**src/logic/eac_pkg.sv**
```systemverilog
package eac_pkg;

  // ----------------------------------------------------------------
  // Widths and register banks
  // ----------------------------------------------------------------
  localparam int ADDR_W = 32;
  localparam int NUM_REGS = 8;
  localparam int REG_IDX_W = 3;

  // ----------------------------------------------------------------
  // Operand sizes in bytes
  // ----------------------------------------------------------------
  localparam logic [2:0] SIZE_BYTES_B = 3'h1;
  localparam logic [2:0] SIZE_BYTES_W = 3'h2;
  localparam logic [2:0] SIZE_BYTES_L = 3'h4;

  // Address register that is the stack pointer; byte steps on it stay even.
  localparam logic [2:0] STACK_REG_IDX = 3'h7;

  // ----------------------------------------------------------------
  // Enumerations
  // ----------------------------------------------------------------
  typedef enum logic [3:0] {
    EAC_MODE_DREG,
    EAC_MODE_AREG,
    EAC_MODE_IND,
    EAC_MODE_POSTINC,
    EAC_MODE_PREDEC,
    EAC_MODE_DISP,
    EAC_MODE_INDEX8,
    EAC_MODE_INDEXBD,
    EAC_MODE_MEM_POST,
    EAC_MODE_MEM_PRE,
    EAC_MODE_ABS_W,
    EAC_MODE_ABS_L,
    EAC_MODE_IMM
  } eac_mode_t;

  typedef enum logic [1:0] {
    EAC_OPSZ_BYTE,
    EAC_OPSZ_WORD,
    EAC_OPSZ_LONG
  } eac_opsz_t;

  // ----------------------------------------------------------------
  // Request and answer carriers
  // ----------------------------------------------------------------
  typedef struct packed {
    eac_mode_t mode;
    eac_opsz_t op_size;
    logic pc_base;
    logic [2:0] base_reg;
    logic idx_is_addr;
    logic [2:0] idx_reg;
    logic idx_long;
    logic [1:0] idx_scale;
    logic idx_suppress;
    logic base_suppress;
    logic [31:0] base_displacement;
    logic bd_long;
    logic [31:0] outer_displacement;
    logic od_long;
    logic [15:0] short_disp_word;
    logic [31:0] ext_data;
  } eac_req_t;

  typedef struct packed {
    logic [31:0] addr;
    logic is_reg;
    logic is_imm;
    logic [31:0] imm;
    logic wb_en;
    logic [2:0] wb_reg;
    logic [31:0] wb_value;
  } eac_resp_t;

endpackage

```
**src/logic/eac_index_unit.sv**
```systemverilog
`timescale 1ns/1ps
module eac_index_unit (
  input wire logic [31:0] reg_value,
  input wire logic idx_long,
  input wire logic [1:0] idx_scale,
  input wire logic idx_suppress,
  output logic [31:0] scaled
);
  import eac_pkg::*;

  // ----------------------------------------------------------------
  // Sign extension and scaling of the index operand
  // ----------------------------------------------------------------
  wire logic [31:0] sized;
  assign sized = idx_long ? reg_value : {{16{reg_value[15]}}, reg_value[15:0]};
  assign scaled = idx_suppress ? 32'h0000_0000 : (sized << idx_scale);

endmodule

```
**src/logic/eac_calc.sv**
```systemverilog
`timescale 1ns/1ps
module eac_calc (
  input wire logic clock,
  input wire logic rst,
  input wire logic req_valid,
  input wire eac_pkg::eac_req_t req,
  output logic req_ready,
  input wire logic [eac_pkg::NUM_REGS*32-1:0] data_regs,
  input wire logic [eac_pkg::NUM_REGS*32-1:0] addr_regs,
  input wire logic [31:0] pc_value,
  output logic mem_rd_req,
  output logic [31:0] mem_rd_addr,
  input wire logic mem_rd_ack,
  input wire logic [31:0] mem_rd_data,
  output logic resp_valid,
  output eac_pkg::eac_resp_t resp
);
  import eac_pkg::*;

  // ----------------------------------------------------------------
  // Helpers
  // ----------------------------------------------------------------
  function automatic logic [31:0] pick_reg(input logic [NUM_REGS*32-1:0] bank,
                                           input logic [2:0] idx);
    pick_reg = bank[idx*32 +: 32];
  endfunction

  function automatic logic [31:0] sext_disp(input logic [31:0] d, input logic is_long);
    sext_disp = is_long ? d : {{16{d[15]}}, d[15:0]};
  endfunction

  function automatic logic [2:0] size_bytes(input eac_opsz_t sz, input logic [2:0] r);
    case (sz)
      EAC_OPSZ_BYTE: size_bytes = (r == STACK_REG_IDX) ? SIZE_BYTES_W : SIZE_BYTES_B;
      EAC_OPSZ_WORD: size_bytes = SIZE_BYTES_W;
      default: size_bytes = SIZE_BYTES_L;
    endcase
  endfunction

  typedef enum logic [1:0] {
    ST_IDLE,
    ST_FETCH,
    ST_DONE
  } eac_state_t;

  // ----------------------------------------------------------------
  // Operand selection
  // ----------------------------------------------------------------
  eac_state_t state_reg, state_next;
  eac_req_t req_reg;
  logic [31:0] ptr_reg;
  logic mem_rd_req_reg;
  logic [31:0] mem_rd_addr_reg;
  logic resp_valid_reg;
  eac_resp_t resp_reg;
  logic req_ready_reg;
  logic fetch_done_reg;

  wire logic [31:0] base_areg;
  wire logic [31:0] base_val;
  wire logic [31:0] idx_src;
  wire logic [31:0] idx_scaled;
  wire logic [31:0] bd_ext;
  wire logic [31:0] od_ext;
  wire logic [31:0] d8_ext;
  wire logic [31:0] d16_ext;
  wire logic [2:0] step;
  wire logic [31:0] step32;
  wire logic [31:0] inner_addr;
  wire logic [31:0] final_post;
  wire logic [31:0] final_pre;
  logic [31:0] direct_addr;
  wire logic [31:0] imm_val;
  wire logic is_mem;
  wire logic is_pre;
  wire logic is_reg;
  wire logic start;
  wire logic need_fetch;

  assign base_areg = pick_reg(addr_regs, req_reg.base_reg);
  assign base_val = req_reg.base_suppress ? 32'h0000_0000 :
                    (req_reg.pc_base ? pc_value : base_areg);
  assign idx_src = req_reg.idx_is_addr ? pick_reg(addr_regs, req_reg.idx_reg) :
                   pick_reg(data_regs, req_reg.idx_reg);

  // ----------------------------------------------------------------
  // Index operand
  // ----------------------------------------------------------------
  eac_index_unit u_index (
    .reg_value(idx_src),
    .idx_long(req_reg.idx_long),
    .idx_scale(req_reg.idx_scale),
    .idx_suppress(req_reg.idx_suppress),
    .scaled(idx_scaled)
  );

  // ----------------------------------------------------------------
  // Displacements and step size
  // ----------------------------------------------------------------
  assign bd_ext = sext_disp(req_reg.base_displacement, req_reg.bd_long);
  assign od_ext = sext_disp(req_reg.outer_displacement, req_reg.od_long);
  assign d8_ext = {{24{req_reg.short_disp_word[7]}}, req_reg.short_disp_word[7:0]};
  assign d16_ext = {{16{req_reg.short_disp_word[15]}}, req_reg.short_disp_word};
  assign step = size_bytes(req_reg.op_size, req_reg.base_reg);
  assign step32 = {29'h0, step};

  assign is_mem = (req_reg.mode == EAC_MODE_MEM_POST) || (req_reg.mode == EAC_MODE_MEM_PRE);
  assign is_pre = (req_reg.mode == EAC_MODE_MEM_PRE);
  assign is_reg = (req_reg.mode == EAC_MODE_DREG) || (req_reg.mode == EAC_MODE_AREG);

  // ----------------------------------------------------------------
  // Address sums
  // ----------------------------------------------------------------
  assign inner_addr = base_val + bd_ext + (is_pre ? idx_scaled : 32'h0000_0000);
  assign final_post = ptr_reg + idx_scaled + od_ext;
  assign final_pre = ptr_reg + od_ext;

  // ----------------------------------------------------------------
  // Immediate operand
  // ----------------------------------------------------------------
  assign imm_val = (req_reg.op_size == EAC_OPSZ_BYTE) ? {24'h0, req_reg.ext_data[7:0]} :
                   (req_reg.op_size == EAC_OPSZ_WORD) ? {16'h0, req_reg.ext_data[15:0]} :
                   req_reg.ext_data;

  // ----------------------------------------------------------------
  // Direct mode addresses
  // ----------------------------------------------------------------
  always_comb begin
    case (req_reg.mode)
      EAC_MODE_IND: direct_addr = base_areg;
      EAC_MODE_POSTINC: direct_addr = base_areg;
      EAC_MODE_PREDEC: direct_addr = base_areg - step32;
      EAC_MODE_DISP: direct_addr = base_val + d16_ext;
      EAC_MODE_INDEX8: direct_addr = base_val + d8_ext + idx_scaled;
      EAC_MODE_INDEXBD: direct_addr = base_val + bd_ext + idx_scaled;
      EAC_MODE_ABS_W: direct_addr = {{16{req_reg.ext_data[15]}}, req_reg.ext_data[15:0]};
      EAC_MODE_ABS_L: direct_addr = req_reg.ext_data;
      default: direct_addr = 32'h0000_0000;
    endcase
  end

  // ----------------------------------------------------------------
  // Sequencer
  // ----------------------------------------------------------------
  assign start = req_valid && req_ready_reg;
  assign need_fetch = is_mem && !fetch_done_reg;

  always_comb begin
    case (state_reg)
      ST_IDLE: state_next = start ? ST_DONE : ST_IDLE;
      ST_DONE: state_next = need_fetch ? ST_FETCH : ST_IDLE;
      ST_FETCH: state_next = mem_rd_ack ? ST_DONE : ST_FETCH;
      default: state_next = ST_IDLE;
    endcase
  end

  // ----------------------------------------------------------------
  // Registered datapath
  // ----------------------------------------------------------------
  always_ff @(posedge clock) begin
    if (rst) begin
      state_reg <= ST_IDLE;
      req_reg <= '0;
      ptr_reg <= 32'h0000_0000;
      mem_rd_req_reg <= 1'b0;
      mem_rd_addr_reg <= 32'h0000_0000;
      resp_valid_reg <= 1'b0;
      resp_reg <= '0;
      req_ready_reg <= 1'b0;
      fetch_done_reg <= 1'b0;
    end else begin
      state_reg <= state_next;
      req_ready_reg <= (state_next == ST_IDLE);
      resp_valid_reg <= 1'b0;
      if (start) begin
        req_reg <= req;
        fetch_done_reg <= 1'b0;
      end
      if (state_reg == ST_DONE && need_fetch) begin
        mem_rd_req_reg <= 1'b1;
        mem_rd_addr_reg <= inner_addr;
      end else if (state_reg == ST_FETCH && mem_rd_ack) begin
        ptr_reg <= mem_rd_data;
        mem_rd_req_reg <= 1'b0;
        fetch_done_reg <= 1'b1;
      end
      if (state_reg == ST_DONE && !need_fetch) begin
        resp_valid_reg <= 1'b1;
        fetch_done_reg <= 1'b0;
        resp_reg.addr <= is_mem ? (is_pre ? final_pre : final_post) : direct_addr;
        resp_reg.is_reg <= is_reg;
        resp_reg.is_imm <= (req_reg.mode == EAC_MODE_IMM);
        resp_reg.imm <= imm_val;
        resp_reg.wb_en <= (req_reg.mode == EAC_MODE_POSTINC) ||
                          (req_reg.mode == EAC_MODE_PREDEC);
        resp_reg.wb_reg <= req_reg.base_reg;
        resp_reg.wb_value <= (req_reg.mode == EAC_MODE_POSTINC) ?
                             base_areg + step32 : base_areg - step32;
      end
    end
  end

  // ----------------------------------------------------------------
  // Output drive
  // ----------------------------------------------------------------
  assign req_ready = req_ready_reg;
  assign mem_rd_req = mem_rd_req_reg;
  assign mem_rd_addr = mem_rd_addr_reg;
  assign resp_valid = resp_valid_reg;
  assign resp = resp_reg;

endmodule

```
**config.mk**
```make
export PLATFORM = sky130hd
export DESIGN_NAME = eac_calc
export DESIGN_NICKNAME = d
export VERILOG_FILES = /design/src/logic/eac_pkg.sv /design/src/logic/eac_index_unit.sv /design/src/logic/eac_calc.sv
export SDC_FILE = /design/constraint.sdc
export NUM_CORES = 2
export LEC_CHECK = 0
export BUFFER_PORTS_ARGS = -buffer_cell sky130_fd_sc_hd__buf_2
export CORE_AREA = 4 4 332 334
export CTS_BUF_LIST = sky130_fd_sc_hd__clkbuf_8
export CTS_CLUSTER_DIAMETER = 200
export DETAILED_ROUTE_END_ITERATION = 7
export DIE_AREA = 0 0 336 338
export PLACE_DENSITY = 0.59
export SLEW_MARGIN = 20
export SYNTH_ARGS = -nofsm -noshare
export SYNTH_HDL_FRONTEND = slang
export SYNTH_SLANG_ARGS = --single-unit
```
**constraint.sdc**
```tcl
create_clock -name clock -period 23.9 [get_ports clock]
set_clock_uncertainty 0.05 [all_clocks]
set_input_delay 3.585 -clock clock [delete_from_list [all_inputs] [get_ports clock]]
set_output_delay 3.585 -clock clock [all_outputs]
set_load 0.03 [all_outputs]
```
==> results.md <==
* Number of flip-flops under the largest register name at 117
* Count of flip-flops with a built-in enable after synthesis at 0
* Hold-fix buffers, CTS at 0
* Sequential fraction of the synthesis area at 18.2%
* Router iterations before antenna repair at 6
* Final ANT Viol Nets at 0
* Post-synth top flop: dfxtp_1
* Number of maximum-capacitance violations at 0
* Number of antenna violations at the first check in global routing at slightly above 60
* Max-slew violation count at 0
* Final net count at between 5k and 6k
* Cell count after synthesis at 4140
* Leakage power at ~0.018 uW
* Routed len/inst at 29.8 um
* Overall die height at approximately 340 um
* CTS tree: done
* Final period utilization at a little under half
* Worst reg2reg path depth at 30
* Area of the die at 0.114 mm2
* Routed vias at about 36k
* Timing-limited maximum frequency at 92.0 MHz
* CP Data Required Time at between 20 and 25 ns
* Per-cell via count in the routed design at 5.73
* Sum Neg Setup Slack at 0 ns
* Buffers added on ports at between 800 and 900
* Std cell rows at 120
* Most common cell after layout, fill and taps aside: buf_2
* Global-route wire length before repair at 259000 um
* Clock insertion delay at the later pin of the skew report at between 0.7 and 0.8 ns
* Mapped Avg Cell Area at 8.08 um2
* Total power at around 2300 uW
* Most used cells in the layout excluding fill and tap cells: buf_2 (848), nand2_1 (652), a21oi_1 (484), nor2_1 (327), dfxtp_1 (295)
* Unrepaired setup endpoints after global routing: no
* Max-Slew Margin vs Limit at 31.4%
* Number of distinct standard cells referenced by the synthesized netlist at 99
* Tightest Hold Check Type: reg -> reg
* Portion of synthesized cell area occupied by the leading cell type at 18.2%
* Post-CTS Setup Repair Bufs at 0
* Worst-Margin Slew at 1.00 ns
* Starting density of the core at 31.3%
* Relative area change from synthesis to final layout at 20.7%
* Time the final worst path needs with I/O delays and setup at approximately 11 ns
* Synth area leader: dfxtp_1
* Yosys warning count at 0
* Number of buffers inserted during clock tree synthesis at 56
* Cell with the most instances on the worst path: a21o_1
* Horizontal extent of the die at 336 um
* Iter 0 DRT Violations at 3543
* Combined global-route utilization of all metal layers at about a third
* Total number of clock tree sinks at roughly 310
* Core box area at between 0.1 and 0.15 mm2
* Number of DRC violations after detailed routing at 0
* Clock-pin transition on the worst setup and hold timing paths at roughly 0.060 ns
* Combined area of all synthesized cells at 0.0335 mm2
* Total congestion overflow at 0
* Combined flip-flop and latch cell area at 0.00613 mm2
* Async set-or-reset flop fraction in the synthesized netlist at 0%
* Largest voltage drop on the vdd net at 0.0000384 V
* Combined area of the multi-input logic cells at 0.0256 mm2
* Run status: finished, final reports clean
* Number of flip-flops and latches in the synthesized netlist at 305
* Number of global-route vias before repair at 34.8k
* Largest cells by area after synthesis: dfxtp_1 (18%), mux4_2 (14%), ha_1 (8.0%)
* Setup violation total in the final timing report at 0
* Path type of the worst setup path: in -> reg
* Routability cong. at 1.02
* Mapped Nets at 5129
* Clk Tree Root Cell: clkbuf_8
* Maximum number of pins on one net before global-route repair at 86
* Cell area power density at around 57 mW/mm2
* # IOs at 850
* Final wirelength at 188000 um
* Kind of capture point of the worst setup path: flip-flop
* CP arrival at 11.45 ns
* Max stage delay on crit path at 0.68 ns
* Count of final hold-check violations at 0
* DPL Wire Length at ~160000 um
* Count of cells resized by post-cts repair at 0
* Peak fanout along the critical path at 8
* Number of instances on the worst hold path at 2
* Deepest clock path buffer count at 3
* H-tree levels at 2
* Share of cells above drive strength 1 at between 20% and 30%
* Worst-path cell with the longest stage delay: mux2i_1
* Startpoint type of the worst setup path: input pin
* Fill cells at 11.4k
==> metal layers <==
| metal | vias to the layer above | GRT usage (%) | wire length, um |
|---|---|---|---|
| met1 | 17619 | 41.9 | 78600 |
| met4 | 34 | 11.9 | 7830 |
| met5 | - | 0 | 214 |
| met2 | 1793 | 48.6 | 81000 |
| met3 | 306 | 10.7 | 20800 |
| li1 | 16565 | - | - |
==> worst paths after layout <==
| kind | slack [ns] | to | from |
|---|---|---|---|
| worst max register to register | 14.76 | mem_rd_addr[31]$_SDFFE_PP0P_ | req_reg[124]$_SDFFE_PP0P_ |
| worst min-delay path | 0.40 | mem_rd_addr[11]$_SDFFE_PP0P_ | mem_rd_addr[11]$_SDFFE_PP0P_ |
| worst max-delay path | 13.03 | mem_rd_addr[31]$_SDFFE_PP0P_ | addr_regs[227] |
| worst min register to register | 0.40 | mem_rd_addr[11]$_SDFFE_PP0P_ | mem_rd_addr[11]$_SDFFE_PP0P_ |
==> final cells by class <==
cell class	instances	share of cell area (%)
Multi-Input combinational cell	3377	63.4
Sequential cell	305	15.2
Timing Repair Buffer	921	11.9
Tap cell	1403	4.35
Clock buffer	69	2.35
Inverter	209	1.94
Clock inverter	30	0.740
Antenna cell	19	0.118
==> cell usage after synthesis (48+ instances only) <==
| library cell | n |
|---|---|
| nand2_1 | 653 |
| a21oi_1 | 484 |
| nor2_1 | 329 |
| dfxtp_1 | 305 |
| mux4_2 | 215 |
| ha_1 | 213 |
| inv_1 | 208 |
| clkbuf_1 | 182 |
| o21ai_0 | 151 |
| xnor2_1 | 151 |
| a21o_1 | 110 |
| mux2i_1 | 87 |
| xor2_1 | 77 |
| nand3_1 | 64 |
| fa_1 | 63 |
| nor3_1 | 60 |
| nor2b_1 | 51 |
| a211oi_1 | 48 |
==> worst max-delay path, delay by kind of cell <==
kind / cells / cell delay, ns
AO/OA/AOI/OAI: 20 / 4.67
multiplexers: 2 / 1.20
adder cells (fa/ha/maj): 3 / 1.02
XOR/XNOR: 2 / 0.57
AND/OR/NAND/NOR: 2 / 0.25
buffers and inverters: 1 / 0.12
==> where the power goes <==
| part | internal (uW) | leakage (uW) | total [uW] | switching (uW) |
|---|---|---|---|---|
| clock | 317 | 0.000666 | 580 | 263 |
| sequential | 526 | 0.00248 | 554 | 27.8 |
| combinational | 457 | 0.0146 | 1170 | 717 |
| total | 1300 | 0.0177 | 2310 | 1010 |
==> per-stage QoR <==
step / utilization, % / setup WS (ns) / instance area, um2 / hold WS, ns / cells
after floorplan: - / 13.85 / 33500 / 0.386 / 4140
after CTS: 37.7 / 13.20 / 40300 / 0.401 / 6313
after global placement: 36.5 / 12.47 / 39100 / 0.388 / 6214
final: 37.8 / 13.03 / 40400 / 0.399 / 6333
after global routing: 37.8 / 12.53 / 40400 / 0.421 / 6328
after detailed placement: 36.5 / 12.45 / 39100 / 0.394 / 6214
==> logic make-up (layout without fill, tap and decap cells) <==
kind of cell,Yosys count,count (layout),synth area share [%]
adder cells (fa/ha/maj),288,288,12.1
buffers and inverters,458,1229,5.43
XOR/XNOR,229,229,6.04
other,0,19,0
AND/OR/NAND/NOR,1370,1370,18.1
multiplexers,320,320,17.7
AO/OA/AOI/OAI,1170,1170,22.4
flip-flops,305,305,18.2
No activity file was read; power rests on OpenSTA's default activity.
